File: config.mk
export PLATFORM = sky130hd
export DESIGN_NAME = ovr_detect_top
export DESIGN_NICKNAME = d
export VERILOG_FILES = /design/src/shared/ovr_pkg.sv /design/src/hdl/ovr_lane.sv /design/src/hdl/ovr_detect_top.sv
export SDC_FILE = /design/constraint.sdc
export NUM_CORES = 1
export LEC_CHECK = 0
export ABC_AREA = 1
export BUFFER_PORTS_ARGS = -buffer_cell sky130_fd_sc_hd__buf_4
export CAP_MARGIN = 15
export CORE_MARGIN = 2
export CORE_UTILIZATION = 30
export CTS_CLUSTER_DIAMETER = 120
export DETAILED_ROUTE_END_ITERATION = 10
export PLACE_DENSITY = 0.58
export SLEW_MARGIN = 20
export SYNTH_ARGS = -nofsm -noshare
export SYNTH_HDL_FRONTEND = slang
export SYNTH_HIERARCHICAL = 1
export SYNTH_SLANG_ARGS = --single-unit
File: constraint.sdc
create_clock -name clk_i -period 3.3 [get_ports clk_i]
set_input_delay 0.66 -clock clk_i [delete_from_list [all_inputs] [get_ports clk_i]]
set_output_delay 0.66 -clock clk_i [all_outputs]
set_load 0.03 [all_outputs]
File: src/shared/ovr_pkg.sv
package ovr_pkg;

    // register byte offsets on the bus
    localparam logic [7:0] ADDR_THRESH = 8'h00;
    localparam logic [7:0] ADDR_CTRL = 8'h04;
    localparam logic [7:0] ADDR_PIN_STATUS = 8'h08;
    localparam logic [7:0] ADDR_IRQ_STATUS = 8'h0c;
    localparam logic [7:0] ADDR_IRQ_CLEAR = 8'h10;
    localparam logic [7:0] ADDR_IRQ_ENABLE = 8'h14;

    // field positions
    localparam int THR_UPPER_LSB = 0;
    localparam int THR_LOWER_LSB = 8;
    localparam int CTRL_PERIOD_LSB = 0;
    localparam int CTRL_MODE_LSB = 4;
    localparam int CTRL_SINGLE_BIT = 12;

    // reset values
    localparam logic [7:0] UPPER_THR_RST = 8'he4;
    localparam logic [7:0] LOWER_THR_RST = 8'h40;
    localparam logic [2:0] PERIOD_RST = 3'h0;
    localparam logic [4:0] MODE_RST = 5'h00;
    localparam logic [3:0] IRQ_ENABLE_RST = 4'h0;

    // link modes that decide embedded status; MODE_CPLX_EXCL carries none
    localparam logic [4:0] MODE_REAL_DEC = 5'h09;
    localparam logic [4:0] MODE_CPLX_FIRST = 5'h0a;
    localparam logic [4:0] MODE_CPLX_LAST = 5'h10;
    localparam logic [4:0] MODE_CPLX_EXCL = 5'h0c;

    // timing counts in sample-clock cycles
    localparam logic [10:0] STRETCH_BASE = 11'h008;
    localparam logic [8:0] WINDOW_BASE = 9'h001;

    // converted sample from the core, two's complement
    typedef struct packed {
        logic valid;
        logic [11:0] code;
    } sample_t;

    // decimated output word; sel is Q or odd-numbered
    typedef struct packed {
        logic valid;
        logic sel;
        logic [15:0] data;
    } dec_word_t;

endpackage

File: src/hdl/ovr_lane.sv
`timescale 1ns/1ps
`default_nettype none

module ovr_lane
    import ovr_pkg::*;
(
    input wire logic clk_i,
    input wire logic rst_i,
    input wire sample_t smp_i,
    input wire logic [7:0] upper_thr_i,
    input wire logic [7:0] lower_thr_i,
    input wire logic [2:0] period_i,
    input wire logic real_mode_i,
    output logic [1:0] hit_o,
    output logic [1:0] pin_o,
    output logic [1:0] embed_o
);

    ////////////////////////////////////////////////////////////////////
    // magnitude and compare
    logic [10:0] mag;
    logic [7:0] top8;
    logic [1:0] hit_now;
    logic [1:0] hit_reg;
    logic [1:0] hit_next;

    // most negative code saturates to the top magnitude
    always_comb begin
        if (smp_i.code == 12'h800) begin
            mag = 11'h7ff; // see RL4
        end else if (smp_i.code[11]) begin
            mag = 11'((~smp_i.code) + 12'h001); // see RL2
        end else begin
            mag = smp_i.code[10:0];
        end
        top8 = mag[10:3]; // see RL3
        hit_now[0] = smp_i.valid && (top8 >= upper_thr_i); // see RL5
        hit_now[1] = smp_i.valid && (top8 >= lower_thr_i); // see RL5
        hit_next = hit_now;
    end

    always_ff @(posedge clk_i) begin
        if (rst_i) begin
            hit_reg <= 2'h0;
        end else begin
            hit_reg <= hit_next; // see RL18
        end
    end

    ////////////////////////////////////////////////////////////////////
    // pin stretch per threshold
    logic [10:0] stretch_len;
    logic [10:0] cnt_reg [2];
    logic [10:0] cnt_next [2];
    logic [1:0] pin_reg;
    logic [1:0] pin_next;

    assign stretch_len = STRETCH_BASE << period_i; // see RL9

    for (genvar t = 0; t < 2; t++) begin : g_thr
        // reload on every event, count down otherwise
        always_comb begin
            if (hit_reg[t]) begin
                cnt_next[t] = stretch_len; // see RL17
            end else if (cnt_reg[t] != 11'h000) begin
                cnt_next[t] = cnt_reg[t] - 11'h001;
            end else begin
                cnt_next[t] = 11'h000;
            end
            pin_next[t] = (cnt_next[t] != 11'h000);
        end

        always_ff @(posedge clk_i) begin
            if (rst_i) begin
                cnt_reg[t] <= 11'h000;
                pin_reg[t] <= 1'b0;
            end else begin
                cnt_reg[t] <= cnt_next[t];
                pin_reg[t] <= pin_next[t];
            end
        end
    end

    ////////////////////////////////////////////////////////////////////
    // monitoring window for embedded bits
    logic [8:0] win_len;
    logic [8:0] win_reg;
    logic [8:0] win_next;
    logic [1:0] acc_reg;
    logic [1:0] acc_next;
    logic [1:0] emb_reg;
    logic [1:0] emb_next;
    logic win_end;

    // window of 2^(n+1) samples in real mode, 2^n otherwise
    always_comb begin
        win_len = real_mode_i ? (WINDOW_BASE << ({1'b0, period_i} + 4'h1))
                              : (WINDOW_BASE << period_i); // see RL13
        win_end = (win_reg + 9'h001 >= win_len);
        win_next = win_reg;
        acc_next = acc_reg | hit_reg;
        emb_next = emb_reg;
        if (win_end) begin
            win_next = 9'h000;
            emb_next = acc_reg | hit_reg;
            acc_next = 2'h0;
        end else begin
            win_next = win_reg + 9'h001;
        end
    end

    always_ff @(posedge clk_i) begin
        if (rst_i) begin
            win_reg <= 9'h000;
            acc_reg <= 2'h0;
            emb_reg <= 2'h0;
        end else begin
            win_reg <= win_next;
            acc_reg <= acc_next;
            emb_reg <= emb_next;
        end
    end

    assign hit_o = hit_reg;
    assign pin_o = pin_reg;
    assign embed_o = emb_reg;
endmodule

`default_nettype wire

File: src/hdl/ovr_detect_top.sv
`timescale 1ns/1ps
`default_nettype none

// Functional notes
// RL1: samples taken on rising edge dual mode, both edges single mode; the code samples on the rising edge only and never uses the single-mode bit.
// RL2: samples are two's complement, sign follows which input is higher.
// RL3: 12-bit sample to magnitude; top 8 bits compared with two thresholds.
// RL4: 11-bit magnitude, most negative saturates to 2047; full scale 255.
// RL5: status bit set when top magnitude bits reach or exceed threshold.
// RL6: both channels share the same pair of thresholds.
// RL7: channel A and B each drive two pins; index 0 upper threshold.
// RL8: receiver ORs A and B pins per threshold in single mode.
// RL9: pin pulse lasts 8 times 2^setting cycles after last event.
// RL10: status embedded in samples only in modes with one control bit.
// RL11: complex modes put upper status in I LSB, lower in Q LSB.
// RL12: real mode puts upper status in even LSB, lower in odd LSB.
// RL13: embed window 2^(n+1) samples real, 2^n complex except mode 12.
// RL14: six interleaved cores feed the detector as merged sample streams.
// RL15: foreground calibration stops sampling; host recalibrates on heat.
// RL16: host may set thresholds near 228 and 64 for gain control.
// RL17: each event reloads the pin counter; pin drops after quiet period.
// RL18: pins and embedded bits move on the sample clock, fixed latency.

module ovr_detect_top
    import ovr_pkg::*;
(
    input wire logic clk_i,
    input wire logic rst_i,
    input wire logic wb_cyc_i,
    input wire logic wb_stb_i,
    input wire logic wb_we_i,
    input wire logic [7:0] wb_adr_i,
    input wire logic [3:0] wb_sel_i,
    input wire logic [31:0] wb_dat_i,
    output logic [31:0] wb_dat_o,
    output logic wb_ack_o,
    input wire sample_t [1:0] smp_i,
    input wire logic fg_cal_active_i,
    input wire dec_word_t [1:0] dec_i,
    output dec_word_t [1:0] dec_o,
    output logic chan_a_upper_flag_pin_o,
    output logic chan_a_lower_flag_pin_o,
    output logic chan_b_upper_flag_pin_o,
    output logic chan_b_lower_flag_pin_o,
    output logic irq_o
);

    ////////////////////////////////////////////////////////////////////
    // configuration registers
    logic [7:0] upper_threshold_level_reg;
    logic [7:0] upper_threshold_level_next;
    logic [7:0] lower_threshold_level_reg;
    logic [7:0] lower_threshold_level_next;
    logic [2:0] flag_period_select_reg;
    logic [2:0] flag_period_select_next;
    logic [4:0] link_mode_select_reg;
    logic [4:0] link_mode_select_next;
    logic single_mode_reg;
    logic single_mode_next;
    logic [3:0] irq_enable_reg;
    logic [3:0] irq_enable_next;
    logic [3:0] irq_status_reg;
    logic [3:0] irq_status_next;
    logic irq_reg;
    logic irq_next;
    logic ack_reg;
    logic ack_next;
    logic [31:0] rdat_reg;
    logic [31:0] rdat_next;

    logic bus_req;
    logic wr_en;
    logic [31:0] wmask;
    logic [31:0] thr_img;
    logic [31:0] ctrl_img;
    logic [31:0] en_img;
    logic [31:0] thr_new;
    logic [31:0] ctrl_new;
    logic [31:0] en_new;
    logic [3:0] clear_bits;
    logic [3:0] event_bits;
    logic [1:0] hit [2];
    logic [1:0] pin [2];
    logic [1:0] embed [2];
    logic real_mode;
    logic embed_on;

    // current register images and byte-lane merge
    always_comb begin
        bus_req = wb_cyc_i && wb_stb_i && !ack_reg;
        wr_en = bus_req && wb_we_i;
        wmask = {{8{wb_sel_i[3]}}, {8{wb_sel_i[2]}},
                 {8{wb_sel_i[1]}}, {8{wb_sel_i[0]}}};
        thr_img = 32'h0;
        thr_img[THR_UPPER_LSB +: 8] = upper_threshold_level_reg;
        thr_img[THR_LOWER_LSB +: 8] = lower_threshold_level_reg;
        ctrl_img = 32'h0;
        ctrl_img[CTRL_PERIOD_LSB +: 3] = flag_period_select_reg;
        ctrl_img[CTRL_MODE_LSB +: 5] = link_mode_select_reg;
        ctrl_img[CTRL_SINGLE_BIT] = single_mode_reg;
        en_img = {28'h0, irq_enable_reg};
        thr_new = (thr_img & ~wmask) | (wb_dat_i & wmask);
        ctrl_new = (ctrl_img & ~wmask) | (wb_dat_i & wmask);
        en_new = (en_img & ~wmask) | (wb_dat_i & wmask);
    end

    // register writes
    always_comb begin
        upper_threshold_level_next = upper_threshold_level_reg;
        lower_threshold_level_next = lower_threshold_level_reg;
        flag_period_select_next = flag_period_select_reg;
        link_mode_select_next = link_mode_select_reg;
        single_mode_next = single_mode_reg;
        irq_enable_next = irq_enable_reg;
        clear_bits = 4'h0;
        if (wr_en) begin
            unique case (wb_adr_i)
                ADDR_THRESH: begin
                    // one pair serves both channels
                    upper_threshold_level_next =
                        thr_new[THR_UPPER_LSB +: 8]; // see RL6
                    lower_threshold_level_next =
                        thr_new[THR_LOWER_LSB +: 8]; // see RL6
                end
                ADDR_CTRL: begin
                    flag_period_select_next = ctrl_new[CTRL_PERIOD_LSB +: 3];
                    link_mode_select_next = ctrl_new[CTRL_MODE_LSB +: 5];
                    single_mode_next = ctrl_new[CTRL_SINGLE_BIT];
                end
                ADDR_IRQ_CLEAR: begin
                    clear_bits = wb_dat_i[3:0] & {4{wb_sel_i[0]}};
                end
                ADDR_IRQ_ENABLE: begin
                    irq_enable_next = en_new[3:0];
                end
                default: begin
                    clear_bits = 4'h0;
                end
            endcase
        end
    end

    // read mux and acknowledge
    always_comb begin
        ack_next = bus_req;
        rdat_next = rdat_reg;
        if (bus_req && !wb_we_i) begin
            unique case (wb_adr_i)
                ADDR_THRESH: rdat_next = thr_img;
                ADDR_CTRL: rdat_next = ctrl_img;
                ADDR_PIN_STATUS: rdat_next = {28'h0, pin[1], pin[0]};
                ADDR_IRQ_STATUS: rdat_next = {28'h0, irq_status_reg};
                ADDR_IRQ_ENABLE: rdat_next = en_img;
                default: rdat_next = 32'h0;
            endcase
        end else if (bus_req) begin
            rdat_next = 32'h0;
        end
    end

    always_ff @(posedge clk_i) begin
        if (rst_i) begin
            upper_threshold_level_reg <= UPPER_THR_RST;
            lower_threshold_level_reg <= LOWER_THR_RST;
            flag_period_select_reg <= PERIOD_RST;
            link_mode_select_reg <= MODE_RST;
            single_mode_reg <= 1'b0;
            irq_enable_reg <= IRQ_ENABLE_RST;
            ack_reg <= 1'b0;
            rdat_reg <= 32'h0;
        end else begin
            upper_threshold_level_reg <= upper_threshold_level_next;
            lower_threshold_level_reg <= lower_threshold_level_next;
            flag_period_select_reg <= flag_period_select_next;
            link_mode_select_reg <= link_mode_select_next;
            single_mode_reg <= single_mode_next;
            irq_enable_reg <= irq_enable_next;
            ack_reg <= ack_next;
            rdat_reg <= rdat_next;
        end
    end

    ////////////////////////////////////////////////////////////////////
    // detector lanes, one per channel
    sample_t [1:0] lane_smp;

    // samples from the interleaved cores; dropped while cores calibrate
    always_comb begin
        for (int c = 0; c < 2; c++) begin
            lane_smp[c] = smp_i[c]; // see RL14
            lane_smp[c].valid = smp_i[c].valid && !fg_cal_active_i; // see RL15
        end
    end

    assign real_mode = (link_mode_select_reg == MODE_REAL_DEC);

    for (genvar c = 0; c < 2; c++) begin : g_lane
        // lane 1 carries the channel b stream in every mode; single mode changes nothing here
        ovr_lane u_lane ( // see RL1
            .clk_i(clk_i),
            .rst_i(rst_i),
            .smp_i(lane_smp[c]),
            .upper_thr_i(upper_threshold_level_reg),
            .lower_thr_i(lower_threshold_level_reg),
            .period_i(flag_period_select_reg),
            .real_mode_i(real_mode),
            .hit_o(hit[c]),
            .pin_o(pin[c]),
            .embed_o(embed[c])
        );
    end

    // each channel drives its own pair of pins
    assign chan_a_upper_flag_pin_o = pin[0][0]; // see RL7
    assign chan_a_lower_flag_pin_o = pin[0][1]; // see RL7
    assign chan_b_upper_flag_pin_o = pin[1][0]; // see RL7
    assign chan_b_lower_flag_pin_o = pin[1][1]; // see RL7

    ////////////////////////////////////////////////////////////////////
    // embedding status in decimated words
    dec_word_t [1:0] dec_reg;
    dec_word_t [1:0] dec_next;

    // only modes with one control bit per sample carry status
    always_comb begin
        embed_on = real_mode || ((link_mode_select_reg >= MODE_CPLX_FIRST)
            && (link_mode_select_reg <= MODE_CPLX_LAST)
            && (link_mode_select_reg != MODE_CPLX_EXCL)); // see RL10
        for (int c = 0; c < 2; c++) begin
            dec_next[c] = dec_i[c];
            if (embed_on) begin
                // sel picks Q or odd word, which carries the lower flag
                dec_next[c].data[0] = dec_i[c].sel ? embed[c][1]
                                                   : embed[c][0]; // see RL11
            end
        end
    end

    always_ff @(posedge clk_i) begin
        if (rst_i) begin
            dec_reg <= '0;
        end else begin
            dec_reg <= dec_next; // see RL12
        end
    end

    ////////////////////////////////////////////////////////////////////
    // interrupt status, enable and line
    always_comb begin
        event_bits = {hit[1], hit[0]};
        // a new event beats a clear in the same cycle
        irq_status_next = (irq_status_reg & ~clear_bits) | event_bits;
        irq_next = |(irq_status_next & irq_enable_next);
    end

    always_ff @(posedge clk_i) begin
        if (rst_i) begin
            irq_status_reg <= 4'h0;
            irq_reg <= 1'b0;
        end else begin
            irq_status_reg <= irq_status_next;
            irq_reg <= irq_next;
        end
    end

    assign wb_ack_o = ack_reg;
    assign wb_dat_o = rdat_reg;
    assign dec_o = dec_reg;
    assign irq_o = irq_reg;
endmodule

`default_nettype wire

==> summary.md <==
| Metric | Value |
|---|---|
| Post-CTS Hold Buffers | 0 |
| CP Buf/Inv Count | 3 |
| Peak Freq | approximately 340 MHz |
| Routed len/inst | 12.3 um |
| Clk sink count | about 170 |
| H-tree levels | 4 |
| Number of global-route vias before repair | approximately 8.7k |
| Final period utilization | about nine tenths |
| Fin area | around 0.012 sq mm |
| Post-placement cell count | ~2k |
| Critical Path End Type | flop |
| Top cell type's share of synthesized area | between 30% and 40% |
| Io pins | 186 |
| Final setup viols | 0 |
| Actual slew at the worst max-slew pin | 963 ps |
| Total grt overflow | 0 |
| Cell family with most CP delay | simple AND/OR/NAND/NOR gates |
| RSZ-0062 raised after global routing | no |
| Number of port buffers | 151 |
| Share of layout cells above drive strength 1 | ~18% |
| Setup TNS Final | 0 ps |
| Row count | between 60 and 70 |
| Post-CTS setup buffers | 0 |
| Post-CTS sizing | 0 |
| Max-Cap Viols | 0 |
| Leak Pwr | 5.81 nW |
| Required arrival time at the worst endpoint | roughly 3700 ps |
| Synth area leaders | dfxtp_1 34%, nand2_1 12%, ha_1 8.7%, inv_1 8.6%, nor2_1 7.7% |
| Outcome | finished clean |
| Most common cell after layout, fill and taps aside | nand2_1 |
| Vias | around 9k |
| TritonCTS clock tree | built |
| VDD IR max | a little over 300 uV |
| Crit Path Max Fanout | 11 |
| Max_slew headroom | roughly a third |
| Avg Inst Size Synth | between 6 and 7 sq um |
| Die area | between 0.03 and 0.04 sq mm |
| Area leader, netlist | dfxtp_1 |
| Largest net degree at the start of global routing | 93 |
| Crit path kind | flop to flop |
| Fin cells | a little over 2k |
| Layout Utilization | 37.0% |
| Pwr Density | between 600 and 700 mW/mm^2 |
| Placer Congestion | 0.848 |
| Synthesized area | 0.00976 sq mm |
| Final ANT Viol Nets | 0 |
| Layout area overhead | 22.4% |
| Critical Path Max Stage Delay | 400 ps |
| Die Y | about 180 um |
| Root Driver | clkbuf_16 |
| Min-Delay Path Class | input port to flop |
| Total CTS buffers | 17 |
| GRT Total Usage | between 10% and 20% |
| Post-Route Skew | approximately 9.6 ps |
| Post-route DRC | 0 |
| Startpoint Class | flop |
| Final-report hold violation count | 0 |
| CP Data Arrival Time | 3320 ps |
| Crit path time final | between 2000 and 3000 ps |
| DPL Wire Length | 19900 um |
| Starting density of the core | a little under a third |
| Initial antenna violation count | 0 |
| Crit path cell chain | nor2_1 -> and3_2 -> buf_4 -> inv_1 -> nor2_1 -> nor2_1 -> inv_1 -> nor2_1 -> nand2_1 -> ha_1 -> a21oi_1 -> o21ai_0 -> nand2_1 -> nand4_2 -> or2_1 -> nor3_1 |
| Vias/cell | ~4.4 |
| Core footprint | around 0.032 sq mm |
| Placed instance area | 0.0113 sq mm |
| CTS clk-pin slew, worst paths | approximately 70 ps |
| Chip width | roughly 180 um |
| Fillcell total | ~3.5k |
| Number of diodes | 0 |
| Cell variety after synth | between 40 and 50 |
| Mapped Cells | 1439 |
| Clk Latency, worst-skew pair | between 400 and 500 ps |
| Synth Warn # | 6 |
| First-pass GRT wire length | around 41000 um |
| Fin nets | roughly 1.8k |
| DR iter-0 viols | ~440 |
| DR pass1 iterations | 7 |
| Wirelength, routed | 25200 um |
| Post-synthesis register bit count | ~170 |
| CP most frequent cell | nor2_1 |
| Post-synthesis sequential area ratio | about a third |
| Slew Limit Fails | 0 |
| Flop2flop setup slack | 330 ps |
| Commonest cells after routing, fill and taps aside | 307 x nand2_1, 223 x inv_1, 201 x nor2_1 |
| Slowest-stage cell, CP | or2_1 |
| CTS max path bufs | 2 |
## area by class of cell
type | instances | area (sq um) | share of cell area, %
timing repair buffer | 157 | 1190 | 9.97
multi-input combinational | 1010 | 5390 | 45.1
clock buffer | 17 | 425 | 3.56
tap | 442 | 553 | 4.63
clock inverter | 15 | 193 | 1.61
sequential | 165 | 3300 | 27.7
inverter | 235 | 885 | 7.41
## cell families after synthesis
kind of cell             synth area share, %
buffers and inverters                   11.5
flip-flops                              33.8
AO/OA/AOI/OAI                           9.60
adder cells (fa/ha/maj)                 8.72
XOR/XNOR                                1.62
other                                 0.0384
AND/OR/NAND/NOR                         34.7
## cell usage after synthesis, drive strengths merged
master / n
clkbuf: 21
xor2: 14
a31oi: 6
nor2: 239
inv: 235
nand3b: 4
o211ai: 4
nand2: 323
ha: 68
or2: 4
and3: 1
dfxtp: 165
o21ai: 42
nor4: 4
nand3: 129
conb: 1
o2111ai: 4
o22ai: 2
o21a: 2
a21oi: 103
o21bai: 4
nand4: 18
a211oi: 2
nor3: 17
xnor2: 4
buf: 23
## worst min-delay path: cells and delay by family
family / cells / cell delay [ps]
buf+inv: 2 / 100
simple gates: 1 / 60
## through the flow
stage	power, W	worst slack (ps)	hold WS, ps
after detailed placement	0.00528	185	443
after CTS	0.00740	176	405
after global placement	0.00522	289	439
final	0.00733	335	424
after floorplan	0.00465	625	423
after global routing	0.00794	17.1	416
## power by group
part / internal (W) / leakage [nW] / switching (W)
clock: 0.00121 / 0.295 / 0.000883
combinational: 0.00103 / 4.16 / 0.00178
sequential: 0.00223 / 1.35 / 0.000198
total: 0.00447 / 5.81 / 0.00286
## routing by layer
metal / up-vias / track usage (%) / share of wire, %
met4: 0 / 3.39 / 0.91
met2: 161 / 26.3 / 48
met1: 4077 / 19.5 / 46
li1: 4829 / - / -
met5: - / 0 / 0
met3: 13 / 3.16 / 4.6
## path summary, 6_finish.rpt
kind                                    endpoint                      startpoint  cells after the start
setup / recovery     g_lane[1].u_lane/win_reg[2]                            flop                     16
hold / removal                          dec_o[3]                        dec_i[3]                      3
setup reg to reg     g_lane[1].u_lane/win_reg[2]                            flop                     16
hold reg to reg   g_lane[1].u_lane/cnt_reg[1][0]  g_lane[1].u_lane/cnt_reg[1][0]                      1
Power figures use the tool's default switching activity.
